**config.mk**
```make
export PLATFORM = sky130hd
export DESIGN_NAME = cpu_bus_data_parity_lanes
export DESIGN_NICKNAME = d
export VERILOG_FILES = /design/src/bus_lanes_pkg.sv /design/src/lane_parity.sv /design/src/cpu_bus_data_parity_lanes.sv
export VERILOG_INCLUDE_DIRS = /design/src
export SDC_FILE = /design/constraint.sdc
export NUM_CORES = 1
export LEC_CHECK = 0
export ABC_AREA = 0
export ABC_CLOCK_PERIOD_IN_PS = 1800
export BUFFER_PORTS_ARGS = -buffer_cell sky130_fd_sc_hd__buf_2
export CAP_MARGIN = 10
export CORE_ASPECT_RATIO = 0.6
export CORE_UTILIZATION = 45
export CTS_CLUSTER_DIAMETER = 30
export DETAILED_ROUTE_END_ITERATION = 6
export HOLD_SLACK_MARGIN = 0.05
export PLACE_DENSITY = 0.75
export SETUP_SLACK_MARGIN = 0.5
export SLEW_MARGIN = 10
export SYNTH_ARGS = -nofsm -noshare
export SYNTH_HDL_FRONTEND = slang
export SYNTH_SLANG_ARGS = --single-unit
```
**constraint.sdc**
```tcl
create_clock -name clk -period 1.8 [get_ports clk]
set_input_delay 0.09 -clock clk [delete_from_list [all_inputs] [get_ports clk]]
set_output_delay 0.09 -clock clk [all_outputs]
set_load 0.03 [all_outputs]
```
**src/bus_lanes_defs.svh**
```systemverilog
// width and field constants for the processor data, parity and address lanes
// assumes inclusion by bare name from the lane modules
`ifndef BUS_LANES_DEFS_SVH
`define BUS_LANES_DEFS_SVH

`define LANE_COUNT      4
`define DATA_WIDTH      32
`define ADDR_WIDTH      30
`define LINE_ADDR_WIDTH 28
`define ADDR_LOW_BITS   2
`define LANES_ALL_OFF   4'hF
`define STATUS_IDLE     1'h1

`endif

```
**src/bus_lanes_pkg.sv**
```systemverilog
// types shared by the lane modules
// assumes the defs header is compiled alongside
`default_nettype none
`include "bus_lanes_defs.svh"

package bus_lanes_pkg;

   // ----------------------------------------
   // write-cycle phase
   // ----------------------------------------
   typedef enum logic [1:0] {
      PH_IDLE  = 2'b00,
      PH_FIRST = 2'b01,
      PH_DATA  = 2'b10
   } phase_t;

   typedef logic [`LANE_COUNT-1:0] lanes_t;

endpackage

`default_nettype wire

```
**src/lane_parity.sv**
```systemverilog
// parity of one byte lane, with enable-qualified mismatch
// assumes data and parity already sampled on clk
`timescale 1ns/1ps
`default_nettype none

module lane_parity (
   input  wire logic [7:0] byteData,
   input  wire logic       parityIn,
   input  wire logic       laneOn,
   output logic            evenParity,
   output logic            mismatch
);

   // ----------------------------------------
   // even parity and lane check
   // ----------------------------------------
   // parity per byte
   assign evenParity = ^byteData;
   assign mismatch   = laneOn & (evenParity != parityIn);

endmodule // lane_parity

`default_nettype wire

```
**src/cpu_bus_data_parity_lanes.sv**
```systemverilog
// address, byte-lane enable, data and byte parity lanes of the processor bus
// assumes bus-cycle sequencing, hold logic and bus sizing drive the control inputs on clk
//
// Overview of operation
// - all bus timing taken on rising edge of the single clock clk
// - word address lines plus byte-lane enables locate each access
// - upper address lines also accept line address for cache invalidation
// - address outputs float during bus grant or address hold
// - byte-lane enables active low, floated while bus is granted away
// - enable 3 to 0 qualify bytes 31:24 down to 7:0
// - least significant byte on bits 7:0, most on 31:24
// - write data driven from second clock of the cycle onward
// - one parity bit per byte, same timing as write data
// - sampled parity only affects status, never returned data
// - parity lines active high, driven from second write clock on
// - parity status shown the clock after ready on reads
// - status reflects data and parity sampled two clock ends before the ready clock end, through the two-stage pin synchronisers
// - parity error drives active-low status low
// - only enabled and sized lanes checked; others never error
// - status high except the clock after read data; never floated
`timescale 1ns/1ps
`default_nettype none
`include "bus_lanes_defs.svh"

module cpu_bus_data_parity_lanes (
   input  wire logic                        clk,
   input  wire logic                        srst,
   input  wire logic                        cycleStart,
   input  wire logic                        cycleWrite,
   input  wire logic                        cycleEnd,
   input  wire logic [`ADDR_WIDTH-1:0]      cpuAddress,
   input  wire logic [`LANE_COUNT-1:0]      cpuLaneEnable,
   input  wire logic [`DATA_WIDTH-1:0]      cpuWriteData,
   input  wire logic                        busGranted,
   input  wire logic                        addressHold,
   input  wire logic [`LANE_COUNT-1:0]      sizeLaneMask,
   input  wire logic                        readReady,
   input  wire logic [`ADDR_WIDTH-1:0]      word_address_lines_in,
   output logic      [`ADDR_WIDTH-1:0]      word_address_lines_out,
   output logic                             word_address_lines_oe_n,
   output logic      [`LANE_COUNT-1:0]      byte_lane_enable_n,
   output logic                             byte_lane_enable_oe_n,
   input  wire logic [`DATA_WIDTH-1:0]      data_lines_in,
   output logic      [`DATA_WIDTH-1:0]      data_lines_out,
   output logic                             data_lines_oe_n,
   input  wire logic [`LANE_COUNT-1:0]      byte_parity_lines_in,
   output logic      [`LANE_COUNT-1:0]      byte_parity_lines_out,
   output logic                             byte_parity_lines_oe_n,
   output logic      [`LINE_ADDR_WIDTH-1:0] invalidateLine,
   output logic      [`DATA_WIDTH-1:0]      readData,
   output logic                             readDataValid,
   output logic                             parity_status_n
);

   // ----------------------------------------
   // pin synchronisers
   // ----------------------------------------
   logic [`ADDR_WIDTH-1:0] addrSync1;
   logic [`ADDR_WIDTH-1:0] addrSync2;
   logic [`DATA_WIDTH-1:0] dataSync1;
   logic [`DATA_WIDTH-1:0] dataSync2;
   logic [`LANE_COUNT-1:0] parSync1;
   logic [`LANE_COUNT-1:0] parSync2;

   always_ff @(posedge clk) begin
      addrSync1 <= word_address_lines_in;
      addrSync2 <= addrSync1;
      dataSync1 <= data_lines_in;
      dataSync2 <= dataSync1;
      parSync1  <= byte_parity_lines_in;
      parSync2  <= parSync1;
   end

   // ----------------------------------------
   // write phase tracking
   // ----------------------------------------
   bus_lanes_pkg::phase_t phase;
   bus_lanes_pkg::phase_t next_phase;
   logic                  floatAddr;
   logic                  writeDrive;

   always_comb begin
      next_phase = phase;
      unique case (phase)
         bus_lanes_pkg::PH_IDLE: begin
            if (cycleStart && cycleWrite && !busGranted) begin
               next_phase = bus_lanes_pkg::PH_FIRST;
            end
         end
         bus_lanes_pkg::PH_FIRST: begin
            next_phase = (cycleEnd || busGranted) ? bus_lanes_pkg::PH_IDLE
                                                  : bus_lanes_pkg::PH_DATA;
         end
         bus_lanes_pkg::PH_DATA: begin
            if (cycleEnd || busGranted) begin
               next_phase = bus_lanes_pkg::PH_IDLE;
            end
         end
         default: next_phase = bus_lanes_pkg::PH_IDLE;
      endcase
   end

   always_ff @(posedge clk) begin
      if (srst) begin
         phase <= bus_lanes_pkg::PH_IDLE;
      end else begin
         phase <= next_phase;
      end
   end

   assign floatAddr  = busGranted | addressHold;
   assign writeDrive = (next_phase != bus_lanes_pkg::PH_IDLE) &&
                       !(next_phase == bus_lanes_pkg::PH_FIRST);

   // ----------------------------------------
   // address and lane enable outputs
   // ----------------------------------------
   always_ff @(posedge clk) begin
      if (srst) begin
         word_address_lines_out  <= '0;
         word_address_lines_oe_n <= 1'h1;
         byte_lane_enable_n      <= `LANES_ALL_OFF;
         byte_lane_enable_oe_n   <= 1'h1;
      end else begin
         word_address_lines_out  <= cpuAddress;
         word_address_lines_oe_n <= floatAddr;
         byte_lane_enable_n      <= ~cpuLaneEnable;
         byte_lane_enable_oe_n   <= busGranted;
      end
   end

   always_ff @(posedge clk) begin
      if (srst) begin
         invalidateLine <= '0;
      end else if (addressHold || busGranted) begin
         invalidateLine <= addrSync2[`ADDR_WIDTH-1:`ADDR_LOW_BITS];
      end
   end

   // ----------------------------------------
   // per-lane parity
   // ----------------------------------------
   bus_lanes_pkg::lanes_t wrParity;
   bus_lanes_pkg::lanes_t laneErr;
   bus_lanes_pkg::lanes_t laneOn;
   logic                  anyErr;

   assign laneOn = cpuLaneEnable & sizeLaneMask;

   genvar g;
   generate
      for (g = 0; g < `LANE_COUNT; g++) begin : gLane
         lane_parity wrLane (
            .byteData   (cpuWriteData[8*g+7:8*g]),
            .parityIn   (1'h0),
            .laneOn     (1'h0),
            .evenParity (wrParity[g]),
            .mismatch   ()
         );
         lane_parity rdLane (
            .byteData   (dataSync2[8*g+7:8*g]),
            .parityIn   (parSync2[g]),
            .laneOn     (laneOn[g]),
            .evenParity (),
            .mismatch   (laneErr[g])
         );
      end
   endgenerate

   assign anyErr = |laneErr;

   // ----------------------------------------
   // reference parity for checks
   // ----------------------------------------
   bus_lanes_pkg::lanes_t refRdParity;
   bus_lanes_pkg::lanes_t refRdBad;

   assign refRdParity = {^dataSync2[31:24], ^dataSync2[23:16],
                         ^dataSync2[15:8], ^dataSync2[7:0]};
   assign refRdBad    = (refRdParity ^ parSync2) & cpuLaneEnable & sizeLaneMask;

   // ----------------------------------------
   // write data and parity drive
   // ----------------------------------------
   always_ff @(posedge clk) begin
      if (srst) begin
         data_lines_out         <= '0;
         data_lines_oe_n        <= 1'h1;
         byte_parity_lines_out  <= '0;
         byte_parity_lines_oe_n <= 1'h1;
      end else begin
         data_lines_out         <= cpuWriteData;
         data_lines_oe_n        <= !writeDrive;
         byte_parity_lines_out  <= wrParity;
         byte_parity_lines_oe_n <= !writeDrive;
      end
   end

   // ----------------------------------------
   // read return and parity status
   // ----------------------------------------
   logic readTaken;
   logic next_status;

   assign readTaken   = readReady & ~cycleWrite;
   assign next_status = readTaken ? !anyErr : `STATUS_IDLE;

   always_ff @(posedge clk) begin
      if (srst) begin
         readData        <= '0;
         readDataValid   <= 1'h0;
         parity_status_n <= `STATUS_IDLE;
      end else begin
         readData        <= dataSync2;
         readDataValid   <= readTaken;
         parity_status_n <= next_status;
      end
   end

   // ----------------------------------------
   // checks
   // ----------------------------------------
   // idle high
   AST_STATUS_IDLE: assert property (@(posedge clk) disable iff (srst)
      !$past(readTaken) |-> parity_status_n)
      else $error("parity status low outside read slot");
   AST_STATUS_ERR: assert property (@(posedge clk) disable iff (srst)
      readTaken |=> (parity_status_n == !$past(anyErr)))
      else $error("parity status does not match sampled lanes");
   AST_LANE_MASK: assert property (@(posedge clk) disable iff (srst)
      readTaken && (laneOn == 4'h0) |=> parity_status_n)
      else $error("disabled lanes flagged error");
   AST_WR_FIRST: assert property (@(posedge clk) disable iff (srst)
      phase == bus_lanes_pkg::PH_IDLE && next_phase == bus_lanes_pkg::PH_FIRST
      |=> data_lines_oe_n)
      else $error("write data driven in first clock");
   AST_WR_DRIVE: assert property (@(posedge clk) disable iff (srst)
      phase == bus_lanes_pkg::PH_FIRST && next_phase == bus_lanes_pkg::PH_DATA
      |=> !data_lines_oe_n && !byte_parity_lines_oe_n)
      else $error("write data or parity not driven in second clock");
   AST_WR_PARITY: assert property (@(posedge clk) disable iff (srst)
      !data_lines_oe_n |-> (byte_parity_lines_out[0] == ^data_lines_out[7:0]) &&
                         (byte_parity_lines_out[1] == ^data_lines_out[15:8]) &&
                         (byte_parity_lines_out[2] == ^data_lines_out[23:16]) &&
                         (byte_parity_lines_out[3] == ^data_lines_out[31:24]))
      else $error("write parity wrong");
   AST_ADDR_FLOAT: assert property (@(posedge clk) disable iff (srst)
      floatAddr |=> word_address_lines_oe_n)
      else $error("address driven during hold");
   AST_BE_FLOAT: assert property (@(posedge clk) disable iff (srst)
      busGranted |=> byte_lane_enable_oe_n && byte_lane_enable_n == ~$past(cpuLaneEnable))
      else $error("lane enables driven during grant");
   AST_RD_DATA: assert property (@(posedge clk) disable iff (srst)
      readTaken |=> readData == $past(dataSync2))
      else $error("read data altered");
   AST_STATUS_OK: assert property (@(posedge clk) disable iff (srst)
      readTaken && (refRdBad == 4'h0) |=> parity_status_n)
      else $error("parity status low with clean enabled lanes");
   AST_STATUS_BAD: assert property (@(posedge clk) disable iff (srst)
      readTaken && (refRdBad != 4'h0) |=> !parity_status_n)
      else $error("parity status high with bad enabled lane");
   AST_RD_VALID: assert property (@(posedge clk) disable iff (srst)
      readTaken |=> readDataValid)
      else $error("read valid missing after ready");
   AST_VALID_IDLE: assert property (@(posedge clk) disable iff (srst)
      !readTaken |=> !readDataValid)
      else $error("read valid outside read slot");
   AST_STATUS_WRITE: assert property (@(posedge clk) disable iff (srst)
      cycleWrite |=> parity_status_n)
      else $error("parity status low after write clock");
   AST_PAR_OE: assert property (@(posedge clk) disable iff (srst)
      data_lines_oe_n == byte_parity_lines_oe_n)
      else $error("parity drive differs from data drive");
   AST_WR_DATA: assert property (@(posedge clk) disable iff (srst)
      writeDrive |=> data_lines_out == $past(cpuWriteData))
      else $error("write data differs from core data");
   AST_WR_END: assert property (@(posedge clk) disable iff (srst)
      phase == bus_lanes_pkg::PH_DATA && cycleEnd |=> data_lines_oe_n)
      else $error("write data driven after cycle end");
   AST_GRANT_WR: assert property (@(posedge clk) disable iff (srst)
      busGranted |=> data_lines_oe_n && byte_parity_lines_oe_n)
      else $error("write lanes driven while bus granted away");
   AST_ADDR_DRIVE: assert property (@(posedge clk) disable iff (srst)
      !floatAddr |=> !word_address_lines_oe_n)
      else $error("address floated without grant or hold");
   AST_BE_DRIVE: assert property (@(posedge clk) disable iff (srst)
      !busGranted |=> !byte_lane_enable_oe_n)
      else $error("lane enables floated without grant");
   AST_INV_LINE: assert property (@(posedge clk) disable iff (srst)
      addressHold |=> invalidateLine == $past(addrSync2[`ADDR_WIDTH-1:`ADDR_LOW_BITS]))
      else $error("invalidation line address not captured");
   AST_ADDR_OUT: assert property (@(posedge clk) disable iff (srst)
      cycleStart |=> word_address_lines_out == $past(cpuAddress))
      else $error("address lines differ from core address");

   COV_RD_ERR: cover property (@(posedge clk) disable iff (srst)
      readTaken ##1 !parity_status_n);
   COV_RD_OK: cover property (@(posedge clk) disable iff (srst)
      readTaken ##1 parity_status_n);
   COV_WRITE: cover property (@(posedge clk) disable iff (srst)
      phase == bus_lanes_pkg::PH_FIRST ##1 phase == bus_lanes_pkg::PH_DATA);
   COV_HOLD: cover property (@(posedge clk) disable iff (srst) addressHold);
   COV_GRANT: cover property (@(posedge clk) disable iff (srst)
      busGranted ##1 byte_lane_enable_oe_n);

endmodule // cpu_bus_data_parity_lanes

`default_nettype wire

```
---- Yosys cells after proc, flatten, opt, wreduce, memory -nomap -nowiden ----
Cells that the tools add are included.
word-level totals
  output and inout port bits .............. 136
  register bits after elaboration ......... 269
  logic and storage cells ................. 60
  bits of input ports ..................... 144
operators by class
  reduce and logical (&&, ||, !) cells .... 21
  equality and inequality tests ........... 7
  bitwise logic cells ..................... 10
  muxes and demuxes ....................... 4
operators with widths
  kind                  number
  $reduce_xor A8 Y1     8
  $mux W2               3
  $pmux W2 S3           1
  $and A1 B1 Y1         5
  $and A4 B4 Y4         1
  $eq A2 B1 Y1 const B  2
  $logic_not A1 Y1      4
  $ne A1 B1 Y1          4
  $not A4 Y4            1
  $reduce_or A4 Y1      1
  $logic_and A1 B1 Y1   3
  $eq A2 B2 Y1 const B  1
  $logic_not A2 Y1      1
  $logic_or A1 B1 Y1    2
  $not A1 Y1            2
  $reduce_bool A2 Y1    1
  $reduce_or A2 Y1      1
  $or A1 B1 Y1          1

---- Longest topological paths before layout ----
Gate-level depths: netlist (run 1).
  depth in word-level cells ............... 8
  gate-level depth with buffers ........... 5
  depth with buffers taken out ............ 4

---- Modules after synthesis ----
Synthesis (run 1) repeated with hierarchy kept, for this count alone.
second synthesis, totals
  cell total of the unflattened synthesis .. 572
  area, all modules ....................... 7349.5 µm²
modules (own cells, without submodules)
  module                     area an instance (µm²)  times used  cells each  sequential area each (µm²)
  cpu_bus_data_parity_lanes  6698.9                  1           492         5305.1
  lane_parity                81.3                    8           10          0.0

---- Least setup slack after synthesis (run 1) ----
OpenSTA, ideal clock, no wires.
  kind .................................... register to register
  from .................................... reg dataSync2[13]
  to ...................................... reg parity_status_n
  required time ........................... 1.704 ns
  buffers on the path ..................... 0
  clock period less this slack ............ 1.398 ns
  stages on the path, launching flop included .. 5
  setup slack ............................. 0.402 ns
  library setup time ...................... 0.096 ns
  data arrival time ....................... 1.303 ns
  cell sequence ........................... dfxtp_1 > xor2_1 > xnor3_2 > mux2i_1 > o41ai_2
between the ends
  word-level cells in the longest chain between the ends .. 5
ends and longest elaborated chain
  item                      line                              text
  start: declaration        cpu_bus_data_parity_lanes.sv:61   logic [`DATA_WIDTH-1:0] dataSync2;
  start signal: assignment  cpu_bus_data_parity_lanes.sv:69   dataSync2 <= dataSync1;
  $reduce_xor A8 Y1         --
  $ne A1 B1 Y1              lane_parity.sv:19                 assign mismatch = laneOn & (evenParity != parityIn);
  $and A1 B1 Y1             lane_parity.sv:19
  $reduce_or A4 Y1          cpu_bus_data_parity_lanes.sv:170  assign anyErr = |laneErr;
  $logic_not A1 Y1          cpu_bus_data_parity_lanes.sv:206  assign next_status = readTaken ? !anyErr : `STATUS_IDLE;
  end signal: assignment    cpu_bus_data_parity_lanes.sv:212  parity_status_n <= `STATUS_IDLE;
  end signal: assignment    cpu_bus_data_parity_lanes.sv:216  parity_status_n <= next_status;
  end: declaration          cpu_bus_data_parity_lanes.sv:52   output logic parity_status_n
No other way between the ends.
A chain may end at the register's enable or synchronous reset.

---- Worst setup path after layout (run 1) ----
  from .................................... reg dataSync2[21]
  to ...................................... reg parity_status_n
The elaborated chain is that of the path after synthesis.

==> flow_summary.yaml, run 1 <==
logic_synthesis:
  ys_seq_area_share_pct: 75.0
  syn_area_per_cell_um2: 13.0
  syn_nets: 688
  synthTopCellsByArea: "dfxtp_1, nor2b_1, xnor2_1"
  synth.distinct_cells: 25
  ys_ff_latch: 265
  synthCells: 544
  yosysTopAreaCellShare_pct: 75.0
  yosysWarnings: 0
  synth-main-ff-cell: "dfxtp_1"
  synthArstFlopShare_pct: 0
  synth_edf_count: 0
  yosys.area.top_type: "dfxtp_1"
  syn-cell-area_um2: 7080
timing:
  max_freq_mhz: 670
  setup_slack_ps: 307
  hold_viol_final: 0
  drv_slew: 0
  holdWs_ps: 154
  post-route-min-period_ps: 1490
  clock_skew_ps: 16.2
  rsz0062_at_grt: "yes"
  finalSetupTns_ps: 0
  maxSlewHeadroom_pct: 50.4
  min_period_over_period_pct: 83.0
  final-setup-viol-count: 0
  worstMarginPinSlew_ps: 741
global_route:
  grt_use_met1_pct: 24.5
  grt_use_total_pct: 21.5
  met2_usage_pct: 39.0
  grt_pass1_wl_um: 27200
  busiest_layer: "met2"
  antenna_found_initial: 0
  grt_pass1_vias: 5481
  gr-usage-met3_pct: 6.01
  grt_max_degree: 77
  overflow: 0
floorplanning:
  start_util_pct: 46.0
  ios: 280
  coreArea_um2: 15400
  rows: 35
  die_w_um: 164
  die_h_um: 99.1
  die_area_um2: 16200
power_and_ir_drop:
  max-vdd-ir-drop_uv: 930
  total_power_mw: 14.7
  power.density_nw_per_um2: 1290
  p_leak_nw: 5.30
critical_path:
  crit_arrival_ps: 1880
  start_kind: "register"
  crit_required_ps: 2190
  crit_path_end_kind: "register"
  max_stage_delay_ps: 420
  crit_slowest_cell: "xnor3_1"
  critPathMaxFanout: 2
  crit_type: "reg -> reg"
  path_cells: "xor2_2, xnor3_1, mux2i_1, o41ai_2"
placement:
  place_ws_ps: 313
  hpwl_um: 9840
  numPortBuffers: 277
  place_area_um2: 8690
  place.gp.congestion: 0.733
  dpl.cell_count: 1008
detailed_routing:
  ant_nets: 0
  drc: 0
  num_vias: 5223
  dr.pass1.iters: 4
  wire_per_inst_um: 14.6
  viasPerCell: 4.31
  drtIter0Drc: 226
  routed_wirelength_um: 17700
clocking:
  clock_sinks: 265
  clkTransAtPathRegs_ps: 60
  cts-buffers-inserted: 34
  cts_setup_buffers: 0
  clockBufferDepth: 3
  root_buffer: "clkbuf_16"
  cts_tree: "yes"
  clock_latency_ps: 480
  htreeDepth: 2
finish:
  seq_area_um2: 5310
  nets: 1130
  finalCoreUtilization_pct: 73.8
  antenna_cells: 0
  final_cells: 1213
  syn2layout_area_growth_pct: 60.4
  n_fill_cell: 965
  drive_above_1_share_pct: 34.6
  final_cell_area_um2: 11400
  multiInputGateArea_um2: 1700
status:
  status: "complete, no violations"
run:
  cap_violations: 0
min_path:
  hold_class: "in -> reg"
## routing by layer
metal	vias up	wire length, µm	share of wire (%)
met2	198	8820	50
met3	38	1190	6.7
li1	2588	-	-
met4	0	379	2.1
met1	2399	7360	41
met5	-	0	0
## layout by cell type (no fill, tap or decap), types with 2 or more instances in the layout
master	synthesis	routed
nand3_1	4	4
or2_1	4	4
or3_1	2	2
xnor3_1	7	7
clkbuf_1	16	2
buf_2	2	276
nand2b_1	4	4
buf_12	0	2
a21oi_1	28	28
clkbuf_16	0	37
bufinv_16	0	3
xor2_1	4	3
dfxtp_2	0	2
clkbuf_8	0	3
xnor2_1	37	36
clkinv_2	0	5
clkinvlp_4	0	2
nand3b_1	2	2
inv_8	0	2
clkinv_4	0	2
nand2_1	59	59
dlygate4sd3_1	0	144
mux2i_1	4	3
buf_4	1	3
nor2b_1	93	93
inv_6	0	3
nor2_1	4	4
dfxtp_1	265	263
## cells by family after synthesis
group / synth area share [%]
AOI/OAI and AO/OA: 2.21
and+or+nand+nor: 13.4
buffers and inverters: 1.26
DFF: 75.0
muxes: 0.566
xor gates and xnor gates: 7.64
## where the power goes
group,internal [mW],leakage [nW],switching [mW]
Sequential,6.21,2.22,0.111
Combinational,0.701,2.50,0.793
Clock,4.34,0.583,2.50
Total,11.2,5.30,3.41
## path summary, 6_finish.rpt
check	startpoint	end	slack, ps	depth (start not counted)
worst max-delay path	dataSync2[21]	parity_status_n	310	4
worst min-delay path	sizeLaneMask[1]	parity_status_n	150	4
worst max register to register	dataSync2[21]	parity_status_n	310	4
worst min register to register	dataSync1[6]	dataSync2[6]	320	0
## timing repair
action                     CTS  global route
setup endpoints to repair    1             4
gates resized for setup      1             5
hold endpoints to repair   160             1
pin swaps                    2             1
hold buffers               145             1
## worst max-delay path, delay by kind of cell, from the launching register on
family / cells / cell delay (ps)
xor+xnor: 2 / 590
flops: 1 / 350
mux: 1 / 140
compound gates: 1 / 320
## cell usage after synthesis (all sizes together) (3+ instances only)
master,count
nor2,5
a21oi,28
dfxtp,265
nor2b,94
clkbuf,17
nand2b,4
buf,3
xor2,4
mux2i,4
nand2,59
xnor2,37
nand3,4
or2,4
xnor3,8
## layout make-up
type	instances	share of cell area, %
Clock buffer	42	8.59
Clock inverter	18	1.87
Inverter	1	0.0331
Multi-Input combinational cell	258	15.0
Sequential cell	265	46.8
Tap cell	203	2.24
Timing Repair Buffer	426	25.5
## sequential cells by signal (all words and copies together) (netlist names), 28 cells and up
register	flops
addrSync1	28
word_address_lines_out	30
invalidateLine	28
data_lines_out	32
readData	32
dataSync2	32
addrSync2	28
dataSync1	32
No activity file was read; power rests on OpenSTA's default activity.
==> inputs of run 2 (changes only) <==
- ABC_CLOCK_PERIOD_IN_PS: 1800 -> 1300
- CORE_UTILIZATION: 45 -> 43
- clock period: 1.8 -> 1.3 ns (I/O delays scaled with it)
==> run 2 against run 1 <==
  * The run now ends with setup timing left
  * Wire length up 22%
  * Global-route usage up 2.3 points
  * Combinational power up 69%
  * Fmax down 4.5%
  * Via count up 5.5%
  * Flip-flop and latch count unchanged
  * Cell count up 0.25%
  * Total power up 38%
  * Non-clock buffer count up 5
  * Largest power group is now registers
  * Highest routed layer is now met5
==> flow_summary.yaml, run 2 (synthesis gave the netlist of run 1 again) <==
floorplanning:
  start_util_pct: 45.0
  rows: 35
  die_h_um: 101
  coreArea_um2: 15700
  die_area_um2: 17000
  ios: 280
  die_w_um: 168
power_and_ir_drop:
  p_leak_nw: 5.55
  max-vdd-ir-drop_uv: 1230
  power.density_nw_per_um2: 1630
critical_path:
  critical_path.top_delay_family: "XOR/XNOR gates"
  crit_slowest_cell: "xnor3_2"
  critPathMaxFanout: 2
  crit_required_ps: 1740
  start_kind: "register"
  max_stage_delay_ps: 440
  crit_type: "reg -> reg"
  path_buf_inv: 0
  crit_arrival_ps: 2000
  r2r_start: "dataSync2[15]"
  crit_path_end_kind: "register"
  crit_start: "dataSync2[15]"
  path_cells: "xnor2_1, xnor3_2, mux2i_2, o41ai_2"
clocking:
  root_buffer: "clkbuf_16"
  clock_latency_ps: 530
  clkTransAtPathRegs_ps: 60
  clockBufferDepth: 3
  clock_sinks: 265
  cts-buffers-inserted: 30
  cts_tree: "yes"
  htreeDepth: 1
min_path:
  min_from: "addressHold"
  hold_class: "in -> reg"
detailed_routing:
  routed_wirelength_um: 21700
  num_vias: 5509
  drtIter0Drc: 226
  ant_nets: 0
  drc: 0
  viasPerCell: 4.53
  dr.pass1.iters: 4
  wire_per_inst_um: 17.9
finish:
  drive_above_1_share_pct: 49.5
  final_cells: 1216
  final_cell_mix: "buf_2, dlygate4sd3_1, dfxtp_2, buf_6, dfxtp_1"
  syn2layout_area_growth_pct: 75.0
  n_fill_cell: 851
  final_common_cell: "buf_2"
  nets: 1131
  final_cell_area_um2: 12400
  seq_area_um2: 5480
  multiInputGateArea_um2: 1770
global_route:
  grt_pass1_vias: 5843
  grt_use_total_pct: 23.8
  overflow: 0
  grt_max_degree: 51
  antenna_found_initial: 3
  grt_pass1_wl_um: 31000
timing:
  min_period_over_period_pct: 120
  post-route-min-period_ps: 1560
  rsz0062_at_grt: "yes"
  finalSetupTns_ps: -264
  holdWs_ps: 17.5
  maxSlewHeadroom_pct: 64.0
  worstMarginPinSlew_ps: 540
  max_freq_mhz: 639
  hold_viol_final: 0
  clock_skew_ps: 14.9
  setup_slack_ps: -264
  final-setup-viol-count: 1
  drv_slew: 0
placement:
  place_ws_ps: -194
  dpl.cell_count: 1009
  place.gp.congestion: 0.728
  numPortBuffers: 277
  place_area_um2: 8680
  hpwl_um: 9830
status:
  status: "complete, but fails checks"
  violations: "setup timing"
run:
  cap_violations: 0
run 2: cell count changes in the layout (fill, tap and decap cells not counted), moves of 8 or more:
| cell | previous run | this run |
|---|---|---|
| buf_2 | 276 | 140 |
| buf_6 | 0 | 137 |
| xnor2_1 | 36 | 28 |
| xnor2_2 | 1 | 9 |
| dfxtp_1 | 263 | 127 |
| dfxtp_2 | 2 | 137 |
run 2: layer usage:
metal	share of wire, %	global-route usage [%]	vias to the layer above
li1	-	-	2604
met1	38	25.3	2613
met2	53	46.4	252
met3	6.7	6.80	38
met4	1.8	6.70	2
met5	0.060	0	-
run 2: repair_timing:
| item | 4_1_cts | 5_1_grt |
|---|---|---|
| setup endpoints to repair | 139 | 175 |
| hold buffers | 141 | 10 |
| cloned | 0 | 2 |
| resized for setup | 407 | 22 |
| buffers inserted | 3 | 3 |
| pin swaps | 2 | 11 |
| hold endpoints to repair | 170 | 11 |
run 2: worst paths after layout:
kind                             end  slack, ps  depth (start not counted)
max                  parity_status_n       -260                          4
min          word_address_lines_oe_n         20                          3
max reg2reg          parity_status_n       -260                          4
min reg2reg             dataSync2[3]        320                          0
run 2: stage by stage:
stage	total power, mW	utilization [%]
detailed placement	10.6	55.2
floorplan	9.97	-
CTS	20.0	77.6
finish	20.2	78.8
global placement	10.6	55.2
global route	20.8	78.8
run 2: cell type report:
type / instances / share of cell area [%]
Sequential cell: 265 / 44.3
Timing Repair Buffer: 431 / 30.8
Multi-Input combinational cell: 258 / 14.3
Clock buffer: 34 / 6.35
Clock inverter: 22 / 2.23
Tap cell: 203 / 2.05
Antenna cell: 2 / 0.0404
Inverter: 1 / 0.0303
run 2: worst min-delay path, delay by kind of cell:
| kind | cells | cell delay, ps |
|---|---|---|
| buf+inv | 2 | 330 |
| simple gates | 1 | 130 |
run 2: power breakdown:
part	leakage, nW	internal (mW)	switching [mW]
registers	2.25	8.64	0.238
clock network	0.514	5.26	3.52
logic	2.78	1.31	1.21
